File: src/logic/btcx_pkg.sv
`default_nettype none
package btcx_pkg;

  // ----------------------------------------------------------------
  // machine cycle lengths in T-states, one T-state per clk
  // ----------------------------------------------------------------
  localparam logic [2:0] T_M1 = 3'h4;
  localparam logic [2:0] T_RD3 = 3'h3;
  localparam logic [2:0] T_RD4 = 3'h4;
  localparam logic [2:0] T_RD5 = 3'h5;
  localparam logic [2:0] T_WR3 = 3'h3;

  // ----------------------------------------------------------------
  // opcodes and fields
  // ----------------------------------------------------------------
  localparam logic [7:0] OP_CB = 8'hCB;
  localparam logic [7:0] OP_PFX_X = 8'hDD;
  localparam logic [7:0] OP_PFX_Y = 8'hFD;
  localparam logic [7:0] OP_CALL = 8'hCD;
  localparam logic [7:0] OP_CARRY_INV = 8'h3F;
  localparam logic [1:0] GRP_BIT = 2'h1;
  localparam logic [1:0] GRP_CALLCC = 2'h3;
  localparam logic [2:0] LOW_CALLCC = 3'h4;
  localparam int BS_LSB = 3;
  localparam int RF_LSB = 0;
  localparam int CC_LSB = 3;
  localparam int GRP_LSB = 6;

  // register codes; code 6 never names a register, so slot 6 holds the flags
  localparam logic [2:0] RG_B = 3'h0;
  localparam logic [2:0] RG_C = 3'h1;
  localparam logic [2:0] RG_D = 3'h2;
  localparam logic [2:0] RG_E = 3'h3;
  localparam logic [2:0] RG_H = 3'h4;
  localparam logic [2:0] RG_L = 3'h5;
  localparam logic [2:0] RG_MEM = 3'h6;
  localparam logic [2:0] RG_F = 3'h6;
  localparam logic [2:0] RG_A = 3'h7;

  localparam logic [2:0] CC_NOT_ZERO = 3'h0;
  localparam logic [2:0] CC_Z = 3'h1;
  localparam logic [2:0] CC_NC = 3'h2;
  localparam logic [2:0] CC_C = 3'h3;
  localparam logic [2:0] CC_PAR_ODD = 3'h4;
  localparam logic [2:0] CC_PAR_EVEN = 3'h5;
  localparam logic [2:0] CC_P = 3'h6;
  localparam logic [2:0] CC_M = 3'h7;

  localparam int FL_S = 7;
  localparam int FL_Z = 6;
  localparam int FL_H = 4;
  localparam int FL_PV = 2;
  localparam int FL_N = 1;
  localparam int FL_C = 0;

  localparam logic [1:0] PFX_NONE = 2'h0;
  localparam logic [1:0] PFX_X = 2'h1;
  localparam logic [1:0] PFX_Y = 2'h2;

  // ----------------------------------------------------------------
  // register map, byte addresses
  // ----------------------------------------------------------------
  localparam logic [7:0] ADR_CTRL = 8'h00;
  localparam logic [7:0] ADR_STATUS = 8'h04;
  localparam logic [7:0] ADR_AF = 8'h08;
  localparam logic [7:0] ADR_BC = 8'h0C;
  localparam logic [7:0] ADR_DE = 8'h10;
  localparam logic [7:0] ADR_PTR = 8'h14;
  localparam logic [7:0] ADR_IDX_X = 8'h18;
  localparam logic [7:0] ADR_IDX_Y = 8'h1C;
  localparam logic [7:0] ADR_SP = 8'h20;
  localparam logic [7:0] ADR_PC = 8'h24;
  localparam int CTRL_RUN = 0;
  localparam int ST_BUSY = 0;
  localparam int ST_UNSUP = 1;
  localparam logic [1:0] RESP_OKAY = 2'h0;
  localparam logic [1:0] RESP_SLVERR = 2'h2;

  // ----------------------------------------------------------------
  // types
  // ----------------------------------------------------------------
  typedef enum logic [3:0] {
    PH_IDLE = 4'h0, PH_FETCH = 4'h1, PH_CBOP = 4'h3, PH_MRD = 4'h2,
    PH_PFX = 4'h6, PH_DISP = 4'h7, PH_XOP = 4'h5, PH_NLO = 4'h4,
    PH_NHI = 4'hC, PH_PUSHH = 4'hD, PH_PUSHL = 4'hF
  } btcx_phase_t;

  typedef struct packed {
    logic m1;
    logic rd;
    logic wr;
    logic [15:0] addr;
    logic [7:0] wdata;
  } btcx_mem_t;

  typedef struct packed {
    logic [7:0] awaddr;
    logic awvalid;
    logic [31:0] wdata;
    logic [3:0] wstrb;
    logic wvalid;
    logic bready;
    logic [7:0] araddr;
    logic arvalid;
    logic rready;
  } btcx_axi_req_t;

  typedef struct packed {
    logic awready;
    logic wready;
    logic bvalid;
    logic [1:0] bresp;
    logic arready;
    logic rvalid;
    logic [31:0] rdata;
    logic [1:0] rresp;
  } btcx_axi_rsp_t;

  typedef struct packed {
    logic aw_have;
    logic [7:0] awaddr;
    logic w_have;
    logic [31:0] wdata;
    logic [3:0] wstrb;
    logic bvalid;
    logic [1:0] bresp;
    logic ar_have;
    logic [7:0] araddr;
    logic rvalid;
    logic [31:0] rdata;
    logic [1:0] rresp;
  } btcx_axil_t;

endpackage
`default_nettype wire

File: src/logic/btcx_axil.sv
`timescale 1ns/1ps
`default_nettype none
module btcx_axil (
  input wire logic clk,
  input wire logic rst,
  input wire btcx_pkg::btcx_axi_req_t axi_req,
  output var btcx_pkg::btcx_axi_rsp_t axi_rsp,
  output logic wr_en,
  output logic [7:0] wr_addr,
  output logic [31:0] wr_data,
  output logic [3:0] wr_strb,
  input wire logic wr_err,
  output logic rd_en,
  output logic [7:0] rd_addr,
  input wire logic [31:0] rd_data,
  input wire logic rd_err
);
  import btcx_pkg::*;

  btcx_axil_t q, d;

  // address and data are caught in either order; the access runs once both are held
  always_comb begin
    d = q;
    axi_rsp.awready = !q.aw_have && !q.bvalid;
    axi_rsp.wready = !q.w_have && !q.bvalid;
    axi_rsp.arready = !q.ar_have && !q.rvalid;
    axi_rsp.bvalid = q.bvalid;
    axi_rsp.bresp = q.bresp;
    axi_rsp.rvalid = q.rvalid;
    axi_rsp.rdata = q.rdata;
    axi_rsp.rresp = q.rresp;
    wr_en = q.aw_have && q.w_have && !q.bvalid;
    wr_addr = q.awaddr;
    wr_data = q.wdata;
    wr_strb = q.wstrb;
    rd_en = q.ar_have && !q.rvalid;
    rd_addr = q.araddr;
    if (axi_req.awvalid && axi_rsp.awready) begin
      d.aw_have = 1'b1;
      d.awaddr = axi_req.awaddr;
    end
    if (axi_req.wvalid && axi_rsp.wready) begin
      d.w_have = 1'b1;
      d.wdata = axi_req.wdata;
      d.wstrb = axi_req.wstrb;
    end
    if (wr_en) begin
      d.aw_have = 1'b0;
      d.w_have = 1'b0;
      d.bvalid = 1'b1;
      d.bresp = wr_err ? RESP_SLVERR : RESP_OKAY;
    end
    if (q.bvalid && axi_req.bready) begin
      d.bvalid = 1'b0;
    end
    if (axi_req.arvalid && axi_rsp.arready) begin
      d.ar_have = 1'b1;
      d.araddr = axi_req.araddr;
    end
    if (rd_en) begin
      d.ar_have = 1'b0;
      d.rvalid = 1'b1;
      d.rdata = rd_data;
      d.rresp = rd_err ? RESP_SLVERR : RESP_OKAY;
    end
    if (q.rvalid && axi_req.rready) begin
      d.rvalid = 1'b0;
    end
  end

  always_ff @(posedge clk) begin
    if (rst) begin
      q <= '0;
    end else begin
      q <= d;
    end
  end

endmodule
`default_nettype wire

File: src/logic/btcx_core.sv
// Operation
// - bit test on byte at pointer pair: 3 machine cycles, 12 T-states (4,4,4).
// - every bit test loads zero flag with the inverse of the selected bit.
// - bit test sets half-carry, clears subtract, keeps carry; sign, parity undefined.
// - bit-select field is a binary index, 000 is bit 0, 111 is bit 7.
// - register field: B 000, C 001, D 010, E 011, H 100, L 101, A 111.
// - indexed address is index register plus sign-extended displacement; DD/FD then CB.
// - indexed bit test: 5 machine cycles, 20 T-states (4,4,3,5,4).
// - register bit test: 2 machine cycles, 8 T-states (4,4).
// - bit test leaves the tested operand unchanged; only flags change.
// - conditional call pushes and jumps when true, else continues sequentially.
// - push: decrement stack pointer, write high byte, decrement, write low byte.
// - pushed return address is the counter past the three-byte call.
// - call target comes from the two operand bytes, low byte first.
// - condition 000..111: zero clr/set, carry clr/set, parity odd/even, sign clr/set.
// - false conditional call: 3 machine cycles, 10 T-states (4,3,3).
// - true or unconditional call: 5 machine cycles, 17 T-states (4,3,4,3,3).
// - calls leave every condition flag unchanged.
// - unconditional call always pushes the return address, then jumps.
// - carry invert replaces the carry flag with its complement.
// - carry invert copies old carry to half-carry, clears subtract, 4 T-states.
// - memory bit test reads at the pointer pair without changing it.
`timescale 1ns/1ps
`default_nettype none
module btcx_core (
  input wire logic clk,
  input wire logic rst,
  input wire btcx_pkg::btcx_axi_req_t axi_req,
  output var btcx_pkg::btcx_axi_rsp_t axi_rsp,
  output var btcx_pkg::btcx_mem_t mem_o,
  input wire logic [7:0] mem_rdata
);
  import btcx_pkg::*;

  // ----------------------------------------------------------------
  // state
  // ----------------------------------------------------------------
  typedef struct packed {
    btcx_phase_t phase;
    logic [2:0] tcnt;
    logic [7:0] op;
    logic [1:0] pfx;
    logic take;
    logic [15:0] ea;
    logic [7:0] lo;
    logic [7:0][7:0] gr;
    logic [15:0] idx_x;
    logic [15:0] idx_y;
    logic [15:0] sp;
    logic [15:0] pc;
    logic run;
    logic unsup;
    btcx_mem_t mem;
  } btcx_core_t;

  btcx_core_t s_q, s_d;
  logic wr_en, rd_en, wr_err, rd_err, fin;
  logic [7:0] wr_addr, rd_addr;
  logic [31:0] wr_data, rd_data;
  logic [3:0] wr_strb;

  btcx_axil u_axil (
    .clk(clk),
    .rst(rst),
    .axi_req(axi_req),
    .axi_rsp(axi_rsp),
    .wr_en(wr_en),
    .wr_addr(wr_addr),
    .wr_data(wr_data),
    .wr_strb(wr_strb),
    .wr_err(wr_err),
    .rd_en(rd_en),
    .rd_addr(rd_addr),
    .rd_data(rd_data),
    .rd_err(rd_err)
  );

  assign mem_o = s_q.mem;

  // ----------------------------------------------------------------
  // helpers
  // ----------------------------------------------------------------
  function automatic logic [15:0] put16(logic [15:0] old, logic [31:0] v, logic [3:0] st);
    return {st[1] ? v[15:8] : old[15:8], st[0] ? v[7:0] : old[7:0]};
  endfunction

  // memory request is held for the whole machine cycle, read data taken at its last T-state
  function automatic btcx_core_t enter(btcx_core_t s, btcx_phase_t p, logic [2:0] len,
                                       logic [15:0] ad, logic wr, logic [7:0] wd);
    s.phase = p;
    s.tcnt = len - 3'h1;
    s.mem.m1 = (p == PH_FETCH);
    s.mem.rd = !wr;
    s.mem.wr = wr;
    s.mem.addr = ad;
    s.mem.wdata = wd;
    return s;
  endfunction

  function automatic btcx_core_t next_instr(btcx_core_t s);
    s.pfx = PFX_NONE;
    if (s.run) begin
      s = enter(s, PH_FETCH, T_M1, s.pc, 1'b0, 8'h00);
    end else begin
      s.phase = PH_IDLE;
      s.tcnt = 3'h0;
      s.mem = '0;
    end
    return s;
  endfunction

  // sign and parity are left as they were, which is one legal reading of undefined
  function automatic btcx_core_t bit_test(btcx_core_t s, logic [7:0] v);
    s.gr[RG_F][FL_Z] = ~v[s.op[BS_LSB +: 3]];
    s.gr[RG_F][FL_H] = 1'b1;
    s.gr[RG_F][FL_N] = 1'b0;
    return s;
  endfunction

  function automatic logic cond_ok(logic [2:0] cc, logic [7:0] f);
    logic r;
    r = 1'b0;
    unique case (cc)
      CC_NOT_ZERO: r = !f[FL_Z];
      CC_Z: r = f[FL_Z];
      CC_NC: r = !f[FL_C];
      CC_C: r = f[FL_C];
      CC_PAR_ODD: r = !f[FL_PV];
      CC_PAR_EVEN: r = f[FL_PV];
      CC_P: r = !f[FL_S];
      CC_M: r = f[FL_S];
    endcase
    return r;
  endfunction

  // ----------------------------------------------------------------
  // sequencer and register file
  // ----------------------------------------------------------------
  always_comb begin
    logic [15:0] idx;
    logic [15:0] pc1;
    logic [15:0] sp1;
    idx = 16'h0000;
    pc1 = s_q.pc + 16'h1;
    sp1 = s_q.sp - 16'h1;
    s_d = s_q;
    fin = 1'b0;
    rd_err = 1'b0;
    wr_err = 1'b0;
    rd_data = 32'h00000000;
    unique case (rd_addr)
      ADR_CTRL: rd_data = 32'(s_q.run);
      ADR_STATUS: rd_data = 32'({s_q.unsup, s_q.phase != PH_IDLE});
      ADR_AF: rd_data = 32'({s_q.gr[RG_A], s_q.gr[RG_F]});
      ADR_BC: rd_data = 32'({s_q.gr[RG_B], s_q.gr[RG_C]});
      ADR_DE: rd_data = 32'({s_q.gr[RG_D], s_q.gr[RG_E]});
      ADR_PTR: rd_data = 32'({s_q.gr[RG_H], s_q.gr[RG_L]});
      ADR_IDX_X: rd_data = 32'(s_q.idx_x);
      ADR_IDX_Y: rd_data = 32'(s_q.idx_y);
      ADR_SP: rd_data = 32'(s_q.sp);
      ADR_PC: rd_data = 32'(s_q.pc);
      default: rd_err = 1'b1;
    endcase
    // cpu registers only take writes while stopped and idle, so no instruction sees them move
    if (wr_en) begin
      unique case (wr_addr)
        ADR_CTRL: begin
          if (wr_strb[0]) s_d.run = wr_data[CTRL_RUN];
        end
        ADR_STATUS: begin
          if (wr_strb[0] && wr_data[ST_UNSUP]) s_d.unsup = 1'b0;
        end
        ADR_AF, ADR_BC, ADR_DE, ADR_PTR, ADR_IDX_X, ADR_IDX_Y, ADR_SP, ADR_PC: begin
          if (s_q.phase == PH_IDLE && !s_q.run) begin
            unique case (wr_addr)
              ADR_AF: {s_d.gr[RG_A], s_d.gr[RG_F]} =
                        put16({s_q.gr[RG_A], s_q.gr[RG_F]}, wr_data, wr_strb);
              ADR_BC: {s_d.gr[RG_B], s_d.gr[RG_C]} =
                        put16({s_q.gr[RG_B], s_q.gr[RG_C]}, wr_data, wr_strb);
              ADR_DE: {s_d.gr[RG_D], s_d.gr[RG_E]} =
                        put16({s_q.gr[RG_D], s_q.gr[RG_E]}, wr_data, wr_strb);
              ADR_PTR: {s_d.gr[RG_H], s_d.gr[RG_L]} =
                        put16({s_q.gr[RG_H], s_q.gr[RG_L]}, wr_data, wr_strb);
              ADR_IDX_X: s_d.idx_x = put16(s_q.idx_x, wr_data, wr_strb);
              ADR_IDX_Y: s_d.idx_y = put16(s_q.idx_y, wr_data, wr_strb);
              ADR_SP: s_d.sp = put16(s_q.sp, wr_data, wr_strb);
              default: s_d.pc = put16(s_q.pc, wr_data, wr_strb);
            endcase
          end
        end
        default: wr_err = 1'b1;
      endcase
    end
    if (s_q.tcnt != 3'h0) begin
      s_d.tcnt = s_q.tcnt - 3'h1;
    end else begin
      unique case (s_q.phase)
        PH_IDLE: begin
          s_d = next_instr(s_d);
        end
        PH_FETCH: begin
          s_d.op = mem_rdata;
          s_d.pc = pc1;
          if (mem_rdata == OP_CB) begin
            s_d = enter(s_d, PH_CBOP, T_M1, pc1, 1'b0, 8'h00);
          end else if (mem_rdata == OP_PFX_X || mem_rdata == OP_PFX_Y) begin
            s_d.pfx = (mem_rdata == OP_PFX_X) ? PFX_X : PFX_Y;
            s_d = enter(s_d, PH_PFX, T_M1, pc1, 1'b0, 8'h00);
          end else if (mem_rdata == OP_CALL) begin
            s_d.take = 1'b1;
            s_d = enter(s_d, PH_NLO, T_RD3, pc1, 1'b0, 8'h00);
          end else if (mem_rdata[GRP_LSB +: 2] == GRP_CALLCC &&
                       mem_rdata[2:0] == LOW_CALLCC) begin
            s_d.take = cond_ok(mem_rdata[CC_LSB +: 3], s_q.gr[RG_F]);
            s_d = enter(s_d, PH_NLO, T_RD3, pc1, 1'b0, 8'h00);
          end else begin
            if (mem_rdata == OP_CARRY_INV) begin
              s_d.gr[RG_F][FL_C] = !s_q.gr[RG_F][FL_C];
              s_d.gr[RG_F][FL_H] = s_q.gr[RG_F][FL_C];
              s_d.gr[RG_F][FL_N] = 1'b0;
            end else begin
              s_d.unsup = 1'b1;
            end
            fin = 1'b1;
            s_d = next_instr(s_d);
          end
        end
        PH_PFX: begin
          s_d.pc = pc1;
          if (mem_rdata == OP_CB) begin
            s_d = enter(s_d, PH_DISP, T_RD3, pc1, 1'b0, 8'h00);
          end else begin
            s_d.unsup = 1'b1;
            fin = 1'b1;
            s_d = next_instr(s_d);
          end
        end
        PH_DISP: begin
          idx = (s_q.pfx == PFX_X) ? s_q.idx_x : s_q.idx_y;
          s_d.pc = pc1;
          s_d.ea = idx + {{8{mem_rdata[7]}}, mem_rdata};
          s_d = enter(s_d, PH_XOP, T_RD5, pc1, 1'b0, 8'h00);
        end
        PH_XOP: begin
          s_d.op = mem_rdata;
          s_d.pc = pc1;
          if (mem_rdata[GRP_LSB +: 2] == GRP_BIT) begin
            s_d = enter(s_d, PH_MRD, T_RD4, s_q.ea, 1'b0, 8'h00);
          end else begin
            s_d.unsup = 1'b1;
            fin = 1'b1;
            s_d = next_instr(s_d);
          end
        end
        PH_CBOP: begin
          s_d.op = mem_rdata;
          s_d.pc = pc1;
          if (mem_rdata[GRP_LSB +: 2] != GRP_BIT) begin
            s_d.unsup = 1'b1;
            fin = 1'b1;
            s_d = next_instr(s_d);
          end else if (mem_rdata[RF_LSB +: 3] == RG_MEM) begin
            s_d = enter(s_d, PH_MRD, T_RD4, {s_q.gr[RG_H], s_q.gr[RG_L]},
                        1'b0, 8'h00);
          end else begin
            s_d = bit_test(s_d, s_q.gr[mem_rdata[RF_LSB +: 3]]);
            fin = 1'b1;
            s_d = next_instr(s_d);
          end
        end
        PH_MRD: begin
          s_d = bit_test(s_d, mem_rdata);
          fin = 1'b1;
          s_d = next_instr(s_d);
        end
        PH_NLO: begin
          s_d.lo = mem_rdata;
          s_d.pc = pc1;
          s_d = enter(s_d, PH_NHI, s_q.take ? T_RD4 : T_RD3, pc1, 1'b0, 8'h00);
        end
        PH_NHI: begin
          s_d.ea = {mem_rdata, s_q.lo};
          s_d.pc = pc1;
          if (s_q.take) begin
            s_d.sp = sp1;
            s_d = enter(s_d, PH_PUSHH, T_WR3, sp1, 1'b1, pc1[15:8]);
          end else begin
            fin = 1'b1;
            s_d = next_instr(s_d);
          end
        end
        PH_PUSHH: begin
          s_d.sp = sp1;
          s_d = enter(s_d, PH_PUSHL, T_WR3, sp1, 1'b1, s_q.pc[7:0]);
        end
        PH_PUSHL: begin
          s_d.pc = s_q.ea;
          fin = 1'b1;
          s_d = next_instr(s_d);
        end
        default: begin
          s_d.phase = PH_IDLE;
          s_d.mem = '0;
        end
      endcase
    end
  end

  always_ff @(posedge clk) begin
    if (rst) begin
      s_q <= '0;
    end else begin
      s_q <= s_d;
    end
  end

  // ----------------------------------------------------------------
  // checks
  // ----------------------------------------------------------------
  logic [4:0] len_q, len_now;
  logic [15:0] ipc_q;
  logic start, sel_bit;
  assign start = s_q.phase == PH_FETCH && s_q.tcnt == T_M1 - 3'h1;
  assign len_now = start ? 5'h01 : len_q + 5'h01;
  assign sel_bit = mem_rdata[s_q.op[BS_LSB +: 3]];

  always_ff @(posedge clk) begin
    if (rst) begin
      len_q <= 5'h00;
      ipc_q <= 16'h0000;
    end else begin
      len_q <= len_now;
      if (start) ipc_q <= s_q.pc;
    end
  end
endmodule
`default_nettype wire

File: config.mk
export PLATFORM = sky130hd
export DESIGN_NAME = btcx_core
export DESIGN_NICKNAME = d
export VERILOG_FILES = /design/src/logic/btcx_pkg.sv /design/src/logic/btcx_axil.sv /design/src/logic/btcx_core.sv
export SDC_FILE = /design/constraint.sdc
export NUM_CORES = 1
export LEC_CHECK = 0
export ABC_AREA = 1
export BUFFER_PORTS_ARGS = -buffer_cell sky130_fd_sc_hd__buf_2
export CAP_MARGIN = 10
export CORE_MARGIN = 5
export CORE_UTILIZATION = 40
export DETAILED_ROUTE_END_ITERATION = 10
export HOLD_SLACK_MARGIN = 0.12
export PLACE_DENSITY = 0.55
export SLEW_MARGIN = 15
export SYNTH_ARGS = -nofsm -noshare
export SYNTH_HDL_FRONTEND = slang
export SYNTH_SLANG_ARGS = --single-unit
File: constraint.sdc
create_clock -name clk -period 4.37 [get_ports clk]
set_clock_uncertainty 0.2 [all_clocks]
set_input_delay 0.437 -clock clk [delete_from_list [all_inputs] [get_ports clk]]
set_output_delay 0.437 -clock clk [all_outputs]
set_load 0.05 [all_outputs]
Word level (Yosys, flattened, before mapping)
Index checks and enable logic that the tools add are counted.
- bits in registers: 272
- bits of input ports: 67
- output and inout port bits: 68
- $add $sub $neg: 5
- magnitude comparators: 3
- equality and inequality tests: 55
- multiplexer cells: 67
- bitwise gates (word level): 14
- reductions and logical operators: 52
- operator list (operator ; count):
    $pmux W168 S11 ; 1
    $mux W199 ; 8
    $mux W128 ; 2
    $pmux W27 S9 ; 1
    $mux W197 ; 1
    $pmux W16 S10 ; 1
    $mux W157 ; 1
    $mux W16 ; 9
    $mux W8 ; 17
    $mux W130 ; 1
    $mux W27 ; 3
    $eq A8 B5 Y1 const B ; 8
    $eq A8 B6 Y1 const B ; 5
    $pmux W4 S9 ; 1
    $eq A8 B4 Y1 const B ; 4
    $eq A8 B8 Y1 const B ; 4
    $bmux W8 S3 ; 1
    $reduce_and A12 Y1 ; 2
    $reduce_or A10 Y1 ; 2
    $eq A3 B3 Y1 const B ; 6
    $add A16 B1 Y16 const B ; 1
    $add A16 B16 Y16 ; 1
    $eq A4 B3 Y1 const B ; 4
    $eq A8 B3 Y1 const B ; 2
    other kinds (38) ; 110

Logic depth before layout (Yosys ltp)
Gate-level depths: netlist (run 1).
- depth in word-level cells: 13
- gate-level depth with buffers: 20
- mapped depth without buffers: 19

Modules after synthesis
From an unflattened synthesis (run 1), not the netlist that was laid out.
- cells, all modules: 2641
- area total of the unflattened synthesis: 17441.7 um2
- by module, submodules not included (module ; times used ; cells each ; area each (um2) ; seq. area each (um2)):
    btcx_core ; 1 ; 2038 ; 13100.1 ; 3883.7
    btcx_axil ; 1 ; 603 ; 4341.7 ; 1821.7

Worst setup path before layout (run 1)
Ideal clock, no wire load.
- path kind: register to register
- start point: reg s_q[183] (netlist bit)
- end point: reg s_q[175] (netlist bit)
- arrival: 2357 ps
- path slack: 1680 ps
- cell stages (with the launch flop): 21
- path buffers: 1
- clock period less this slack: 2690 ps
- cell sequence: dfxtp_1 > inv_1 > nand2_1 > clkbuf_1 > nand2_1 > o21ai_0 > ha_1 > inv_1 > fa_1 > inv_1 > nand3_1 > nand2_1 > a21boi_0 > inv_1 > a21oi_1 > a21oi_1 > a21oi_1 > o21ai_0 > nand2_1 > nand2_1 > a21oi_1
- word-level cells in the longest chain between the ends: 4
- ends and longest elaborated chain (item ; line ; source):
    start: declaration ; btcx_core.sv:56 ; btcx_core_t s_q, s_d;
    start signal: assignment ; btcx_core.sv:311 ; s_q <= '0;
    start signal: assignment ; btcx_core.sv:313 ; s_q <= s_d;
    $eq A2 B1 Y1 ; btcx_core.sv:239 ; idx = (s_q.pfx == PFX_X) ? s_q.idx_x : s_q.idx_y;
    $mux W16 ; btcx_core.sv:239 ;
    $add A16 B16 Y16 ; btcx_core.sv:241 ; s_d.ea = idx + {{8{mem_rdata[7]}}, mem_rdata};
    $pmux W168 S11 ; btcx_core.sv:197 ; unique case (s_q.phase)
Every way passes these cells.
A chain may end at the register's enable or synchronous reset.

Final worst setup path (run 1)
Ends and elaborated chain as after synthesis.

==> Flow_metrics.wiki, run 1 <==
{| class="wikitable"
! Metric !! Value
|-
| Outcome || finished clean
|-
| Gr ovfl total || 0
|-
| Floorplan core area || slightly below 0.04 sq mm
|-
| Syn_area_per_cell || between 6 and 7 sq um
|-
| WS Path Type || register to register
|-
| Family with the most delay on the worst path || compound AO/OA/AOI/OAI gates
|-
| Largest incremental delay on the critical path || ~490 ps
|-
| Setup TNS || 0 ps
|-
| Finish-stage setup viols || 0
|-
| IR drop worst, VDD || between 0.0003 and 0.0004 V
|-
| Fraction of synthesis flops using an asynchronous set or reset pin || 0%
|-
| Gr usage total || approximately a third
|-
| Final weighted congestion of routability-driven global placement || 1.032
|-
| Synth Warn # || 0
|-
| Maximum number of pins on one net before global-route repair || 86
|-
| Fmax || between 200 and 300 MHz
|-
| Cell area power density || roughly 340 mW/mm^2
|-
| Worst rel slew slack || between 20% and 30%
|-
| Number of flops mapped to enable cells by yosys || 0
|-
| Via count of the first global-routing pass || roughly 16,000
|-
| Fraction of final layout cells sized beyond drive strength 1 || 9.980%
|-
| Vertical die dimension || around 210 microns
|-
| Port Buf Inserts || just under 100
|-
| Fraction of post-synthesis cell area in the top cell type by area || 31.80%
|-
| Number of standard-cell rows in the floorplan || between 70 and 80
|-
| Most area-consuming cells after synthesis || sky130_fd_sc_hd__dfxtp_1 32%, sky130_fd_sc_hd__nand2_1 13%, sky130_fd_sc_hd__o21ai_0 7.6%
|-
| Clock root buffer || sky130_fd_sc_hd__clkbuf_16
|-
| Portion of netlist area occupied by mux cells || less than 1%
|-
| First-pass GRT wire length || 107,900 microns
|-
| Class of the worst hold path || input pin to register
|-
| Setup Slack @ Placement || ~870 ps
|-
| Post-CTS clock slew at the launch and capture registers of the worst setup and hold paths || around 60 ps
|-
| Number of sinks on the clock net || around 250
|-
| RSZ-0062 raised after global routing || no
|-
| Total power consumption of the routed design || ~6 mW
|-
| Number of buffers added by the clock tree synthesis step || 30
|-
| Count of inserted antenna diode cells || 0
|-
| Maximum count of clock buffers along a single path || 3
|-
| Violation count after the first detailed-routing iteration || between 2,000 and 2,500
|-
| Placed insts || approximately 2,900
|-
| Cell count after synthesis || approximately 2,500
|-
| Number of DRC violations after detailed routing || 0
|-
| Number of H-tree branching levels || 1
|-
| Count of cell types in the netlist || 58
|-
| WP data required || ~4600 ps
|-
| Least setup slack across all paths after layout || about 750 ps
|-
| Clock network power share || between 40% and 50%
|-
| Clock network latency to the later pin of the worst-skew pair || just over 600 ps
|-
| Nets@finish || ~2,600
|-
| Die area || around 0.044 sq mm
|-
| Number of vias after detailed routing || roughly 18,000
|-
| Crit share post-route || ~83%
|-
| Fraction of power spent switching nets || between 30% and 40%
|-
| Post-layout min period || roughly 3600 ps
|-
| Leading area contributor after synthesis || sky130_fd_sc_hd__dfxtp_1
|-
| Max-cap violation count || 0
|-
| Highest net fanout along the worst path || 22
|-
| CP Buf/Inv Count || 4
|-
| TritonCTS clock tree || built
|-
| Dpl hpwl || 57,800 microns
|-
| LEAKAGE || 7.492 nW
|-
| Wire length per cell after detailed routing || around 25 microns
|-
| Most frequent cell after synthesis || sky130_fd_sc_hd__nand2_1
|-
| Initial Utilization || slightly above 40%
|-
| Crit path DAT || 3880 ps
|-
| Nature of the critical path endpoint || register
|-
| Share of the synthesized area in compound gates (AO/OA/AOI/OAI) || around a quarter
|-
| Cell Int Power || between 4 and 5 mW
|-
| XOR/XNOR Fraction of Synth Area || around 1.1%
|-
| Count of final hold-check violations || 0
|-
| Critical-path cell list || inv_1 -> nand2_1 -> o21ai_0 -> ha_1 -> inv_1 -> fa_1 -> inv_1 -> nand3_1 -> nand2_1 -> a21boi_0 -> inv_1 -> a21oi_1 -> a21oi_1 -> a21oi_1 -> o21ai_0 -> nand2_1 -> nand2_1 -> a21oi_1
|-
| Number of detailed-routing iterations run before antenna repair || 8
|-
| Area Growth Syn to Fin || 12.68%
|-
| Post-synthesis instance area || approximately 0.016 sq mm
|-
| Routed via count divided by cell count || 5.774
|-
| Top cells by count, synth || 551 x sky130_fd_sc_hd__nand2_1, 288 x sky130_fd_sc_hd__inv_1, 251 x sky130_fd_sc_hd__dfxtp_1, 240 x sky130_fd_sc_hd__nor2_1, 240 x sky130_fd_sc_hd__o21ai_0
|-
| Dpl cell area || 0.01624 sq mm
|-
| Startpoint kind of the worst setup timing path || register
|-
| Slowest cell on the critical path || sky130_fd_sc_hd__o21ai_0
|-
| Share of power burned in combinational logic || between 10 and 15%
|-
| Part of the power in registers || between 30% and 40%
|-
| Boundary pin count || 135
|-
| Overall die width || about 210 microns
|-
| Post-synthesis sequential area ratio || between 30% and 40%
|-
| Finished Layout Cells || between 3,000 and 4,000
|-
| Switching Power || around 1.9 mW
|-
| Initial antenna violation count || 1
|-
| Register bit total from synthesis || between 200 and 300
|-
| Max-slew violation count || 0
|-
| Buffers inserted by post-CTS timing repair || 0
|-
| Simple-Gate Fraction of Synth Area || 27.13%
|-
| Most frequently used flop master after synthesis || sky130_fd_sc_hd__dfxtp_1
|-
| Adder-cell share of the synthesized area || ~1.6%
|-
| Finished Cell Area || roughly 0.018 sq mm
|-
| Final ANT Viol Nets || 0
|-
| Total wirelength of the detailed-routed design || around 75,000 microns
|-
| Largest family of logic cells by synthesized area || simple AND/OR/NAND/NOR gates
|-
| Worst-Margin Slew || 1097 ps
|}
-- logic make-up after synthesis --
| kind of cell | count (synthesis) |
|---|---|
| XOR/XNOR | 19 |
| adder cells (fa/ha/maj) | 20 |
| other | 1 |
| multiplexers | 1 |
| AND/OR/NAND/NOR | 1002 |
| buffers and inverters | 476 |
| AO/OA/AOI/OAI | 682 |
| flip-flops | 251 |
-- layer usage --
metal  global-route usage, %  wire [microns]
met4                   13.01            3475
met5                       0               0
met3                   8.188            7418
met2                   49.04           31260
met1                   45.26           32670
-- registers in the layout, summed over array words and instances, names as in the netlist --
register,count
u_axil.wr_addr,8
mem_o,27
u_axil.axi_rsp,20
u_axil.rd_addr,8
s_q,167
u_axil.q,3
u_axil.wr_data,16
u_axil.wr_strb,2
-- power groups by stage --
stage / combinational [mW] / clock, mW / sequential [mW]
2_1_floorplan: 0.593 / 0 / 2.42
3_3_place_gp: 0.833 / 0 / 2.48
3_5_place_dp: 0.838 / 0 / 2.48
4_1_cts: 0.876 / 2.81 / 2.43
5_1_grt: 0.965 / 2.90 / 2.43
6_report: 0.892 / 2.79 / 2.43
-- metrics by stage --
step / hold WS (ps) / utilization [%]
6_report: 181.7 / 45.86
5_1_grt: 239.9 / 45.86
4_1_cts: 166.7 / 45.86
3_5_place_dp: 236.9 / 41.83
3_3_place_gp: 232.0 / 41.83
2_1_floorplan: 227.4 / -
-- tightest hold or removal path, cell delays in order --
cell,delay [ps]
sky130_fd_sc_hd__buf_2,220
sky130_fd_sc_hd__nand2_1,100
sky130_fd_sc_hd__o21ai_0,80
sky130_fd_sc_hd__nand2_1,60
sky130_fd_sc_hd__a21oi_1,50
-- path summary, 6_finish.rpt --
kind	from	endpoint	slack, ps	cells after the start
worst max-delay path	s_q[183]	s_q[175]	750	18
worst min register to register	u_axil.axi_rsp[16]	u_axil.axi_rsp[16]	250	1
worst min-delay path	mem_rdata[7]	s_q[180]	180	5
worst max register to register	s_q[183]	s_q[175]	750	18
-- cell type report --
| type | count | area [sq um] |
|---|---|---|
| clock buffer | 42 | 835.8 |
| timing repair buffer | 173 | 1176 |
| fill | 4149 | 21020 |
| clock inverter | 14 | 247.7 |
| tap | 518 | 648.1 |
| multi-input combinational | 1742 | 8737 |
| sequential | 251 | 5025 |
| inverter | 303 | 1137 |
-- cells in the final DEF (no fill, tap or decap), types with 16 or more instances in the layout --
cell / Yosys / layout
sky130_fd_sc_hd__buf_2: 27 / 97
sky130_fd_sc_hd__nand2_2: 16 / 16
sky130_fd_sc_hd__a211oi_1: 79 / 79
sky130_fd_sc_hd__dlygate4sd3_1: 0 / 48
sky130_fd_sc_hd__o21ai_0: 240 / 240
sky130_fd_sc_hd__nand4_1: 28 / 28
sky130_fd_sc_hd__xor2_1: 18 / 18
sky130_fd_sc_hd__nor2_1: 240 / 238
sky130_fd_sc_hd__dfxtp_1: 251 / 251
sky130_fd_sc_hd__inv_1: 288 / 287
sky130_fd_sc_hd__ha_1: 19 / 19
sky130_fd_sc_hd__o22ai_1: 67 / 67
sky130_fd_sc_hd__a31oi_1: 22 / 22
sky130_fd_sc_hd__buf_4: 69 / 28
sky130_fd_sc_hd__nand3_1: 94 / 94
sky130_fd_sc_hd__clkbuf_16: 0 / 30
sky130_fd_sc_hd__conb_1: 1 / 18
sky130_fd_sc_hd__a21oi_1: 197 / 197
sky130_fd_sc_hd__nor3_1: 17 / 17
sky130_fd_sc_hd__nand2_1: 551 / 551
-- what timing repair did --
action,in CTS,in global routing
hold buffers,48,0
setup endpoints to repair,0,0
gates resized for setup,0,0
hold endpoints to repair,53,0
No activity file was read; power rests on OpenSTA's default activity.
==> run 2, diff against run 1 <==
--- a/config.mk
+++ b/config.mk
@@ -12,7 +12,7 @@
 export CORE_UTILIZATION = 40
 export DETAILED_ROUTE_END_ITERATION = 10
 export HOLD_SLACK_MARGIN = 0.12
-export PLACE_DENSITY = 0.55
+export PLACE_DENSITY = 0.57
 export SLEW_MARGIN = 15
 export SYNTH_ARGS = -nofsm -noshare
 export SYNTH_HDL_FRONTEND = slang
==> constraint.sdc (replaced) <==
create_clock -name clk -period 2.9 [get_ports clk]
set_clock_uncertainty 0.2 [all_clocks]
set_input_delay 0.29 -clock clk [delete_from_list [all_inputs] [get_ports clk]]
set_output_delay 0.29 -clock clk [all_outputs]
set_load 0.05 [all_outputs]
==> Flow_metrics.wiki, run 2 (synthesis gave the netlist of run 1 again) <==
{| class="wikitable"
! Metric !! Value
|-
| Outcome || finished clean
|-
| Clock root buffer || sky130_fd_sc_hd__clkbuf_16
|-
| Count of fill cells added during filler insertion || 4,048 (-2.4%)
|-
| Area Growth Syn to Fin || 24.22%
|-
| Final design utilization || 50.56% (+4.7 points)
|-
| Number of sinks on the clock net || 251 (unchanged)
|-
| Initial Utilization || 40.70% (unchanged)
|-
| Count of final hold-check violations || 0 (unchanged)
|-
| Wire length per cell after detailed routing || 23.62 microns (-3.9%)
|-
| Maximum number of pins on one net before global-route repair || 160 (+86%)
|-
| Total power consumption of the routed design || 9.303 mW (+52%)
|-
| Final weighted congestion of routability-driven global placement || 1.029 (-0.23%)
|-
| Clock network latency to the later pin of the worst-skew pair || 600 ps (-20 ps)
|-
| Fraction of final layout cells sized beyond drive strength 1 || 16.41% (+6.4 points)
|-
| Register ranked first by flip-flop count || s_q
|-
| Die area || 0.04358 sq mm (unchanged)
|-
| Via count of the first global-routing pass || 17,250 (+5.3%)
|-
| Number of standard-cell rows in the floorplan || 72 (unchanged)
|-
| Crit path DAT || 2980 ps (-900 ps)
|-
| Number of buffers added by the clock tree synthesis step || 31 (+3.3%)
|-
| Final ANT Viol Nets || 0 (unchanged)
|-
| Max-cap violation count || 0 (unchanged)
|-
| Nature of the critical path endpoint || register
|-
| Max-slew violation count || 0 (unchanged)
|-
| Number of H-tree branching levels || 1 (unchanged)
|-
| Violation count after the first detailed-routing iteration || 1,939 (-8.6%)
|-
| Commonest non-fill, non-tap cells in the layout || 545 x sky130_fd_sc_hd__nand2_1, 287 x sky130_fd_sc_hd__inv_1, 251 x sky130_fd_sc_hd__dfxtp_1
|-
| Dpl hpwl || 60,270 microns (+4.3%)
|-
| IR drop worst, VDD || 0.0004766 V (+47%)
|-
| TritonCTS clock tree || built
|-
| Initial antenna violation count || 1 (unchanged)
|-
| Crit share post-route || 94.89% (+12 points)
|-
| Commonest non-fill, non-tap cell in the layout || sky130_fd_sc_hd__nand2_1
|-
| Number of detailed-routing iterations run before antenna repair || 5 (-3)
|-
| RSZ-0062 raised after global routing || yes
|-
| Port Buf Inserts || 98 (unchanged)
|-
| Class of the worst hold path || input pin to register
|-
| Vertical die dimension || 208.8 microns (unchanged)
|-
| LEAKAGE || 8.572 nW (+14%)
|-
| Startpoint kind of the worst setup timing path || register
|-
| Routed via count divided by cell count || 5.615 (-2.7%)
|-
| Nets@finish || 2,804 (+8.3%)
|-
| Number of vias after detailed routing || 18,310 (+4.2%)
|-
| Floorplan core area || 0.03883 sq mm (unchanged)
|-
| Max reg flops || 167 (unchanged)
|-
| Total wirelength of the detailed-routed design || 77,020 microns (+2.9%)
|-
| Gr usage total || 33.86% (+1.1 points)
|-
| Cell area power density || 473.9 mW/mm^2 (+38%)
|-
| Number of DRC violations after detailed routing || 0 (unchanged)
|-
| WP data required || 3130 ps (-1500 ps)
|-
| Worst-Margin Slew || 1055 ps (-42.57 ps)
|-
| Post-CTS clock slew at the launch and capture registers of the worst setup and hold paths || 60 ps (about the same)
|-
| WS Path Type || register to register
|-
| Maximum count of clock buffers along a single path || 3 (unchanged)
|-
| Highest net fanout along the worst path || 16 (-27%)
|-
| Overall die width || 208.8 microns (unchanged)
|-
| First-pass GRT wire length || 113,100 microns (+4.8%)
|-
| Boundary pin count || 135 (unchanged)
|-
| Count of inserted antenna diode cells || 0 (unchanged)
|-
| Worst rel slew slack || 29.43% (+2.8 points)
|-
| Finish-stage setup viols || 0 (unchanged)
|-
| Gr ovfl total || 0 (unchanged)
|-
| Fmax || 363.4 MHz (+32%)
|-
| Post-layout min period || 2752 ps (-872.2 ps)
|}
[run 2: changes by cell type in the layout (fill, tap and decap cells not counted), moves of 6 or more]
cell	before	now
sky130_fd_sc_hd__nand2_1	551	545
sky130_fd_sc_hd__o21ai_0	240	229
sky130_fd_sc_hd__o21ai_1	7	16
sky130_fd_sc_hd__dlygate4sd3_1	48	84
sky130_fd_sc_hd__buf_4	28	202
[run 2: critical path, stage by stage (launching register included)]
cell	delay, ps
sky130_fd_sc_hd__dfxtp_1	400
sky130_fd_sc_hd__nor2_4	190
sky130_fd_sc_hd__nand2_1	250
sky130_fd_sc_hd__nor3_4	230
sky130_fd_sc_hd__buf_4	170
sky130_fd_sc_hd__nand4_2	100
sky130_fd_sc_hd__buf_4	230
sky130_fd_sc_hd__inv_1	120
sky130_fd_sc_hd__nand2_1	80
sky130_fd_sc_hd__nand3_1	90
sky130_fd_sc_hd__nand4_1	300
sky130_fd_sc_hd__nand2_1	170
sky130_fd_sc_hd__a21oi_1	70
[run 2: worst paths after layout]
kind / start / endpoint / slack (ps) / cells past startpoint
worst max-delay path: s_q[198] / mem_o[23] / 150 / 12
worst min-delay path: axi_req[1] / u_axil.q[43] / 160 / 4
worst max register to register: s_q[198] / mem_o[23] / 150 / 12
worst min register to register: u_axil.axi_rsp[13] / u_axil.axi_rsp[13] / 260 / 2
[run 2: cell type report]
type | count | area (sq um) | area share [%]
inverter | 303 | 1137 | 5.794
multi-input combinational | 1742 | 8816 | 44.91
sequential | 251 | 5025 | 25.60
tap | 518 | 648.1 | 3.302
clock inverter | 14 | 160.2 | 0.8159
clock buffer | 44 | 904.6 | 4.608
timing repair buffer | 388 | 2939 | 14.97
[run 2: stage by stage]
step                area [sq um]  hold slack, ps  worst slack, ps  TNS, ps  instances
global route               19630           223.9           -32.21   -63.15       3260
floorplan                  15870           193.8            210.3        0       2469
finish                     19630           164.4            148.1        0       3260
detailed placement         17610           243.9           -10.41   -17.72       3116
CTS                        19520           146.7            26.55        0       3258
global placement           17610           234.0           -7.293   -13.28       3116
[run 2: power by group]
| group | internal, mW | switching (mW) | total [mW] |
|---|---|---|---|
| Clock | 2.43 | 1.65 | 4.08 |
| Combinational | 0.472 | 1.13 | 1.61 |
| Sequential | 3.53 | 0.0916 | 3.62 |
| Total | 6.43 | 2.88 | 9.30 |
[run 2: routing by layer]
| layer | global-route usage [%] | wire length (microns) | share of wire, % | up-vias |
|---|---|---|---|---|
| met5 | 0 | 20 | 0.026 | - |
| met4 | 12.76 | 3692 | 4.8 | 2 |
| li1 | - | - | - | 8645 |
| met1 | 47.70 | 33280 | 43 | 8582 |
| met3 | 6.299 | 7488 | 9.7 | 156 |
| met2 | 51.62 | 32530 | 42 | 921 |
[run 2: repair_timing]
item | in CTS | in global routing
endpoints found under the hold margin | 94 | 0
hold buffers | 84 | 0
gates cloned | 0 | 1
setup endpoints to repair | 4 | 28
gates resized for setup | 2 | 30
buffers inserted | 0 | 1
pin swaps | 0 | 4
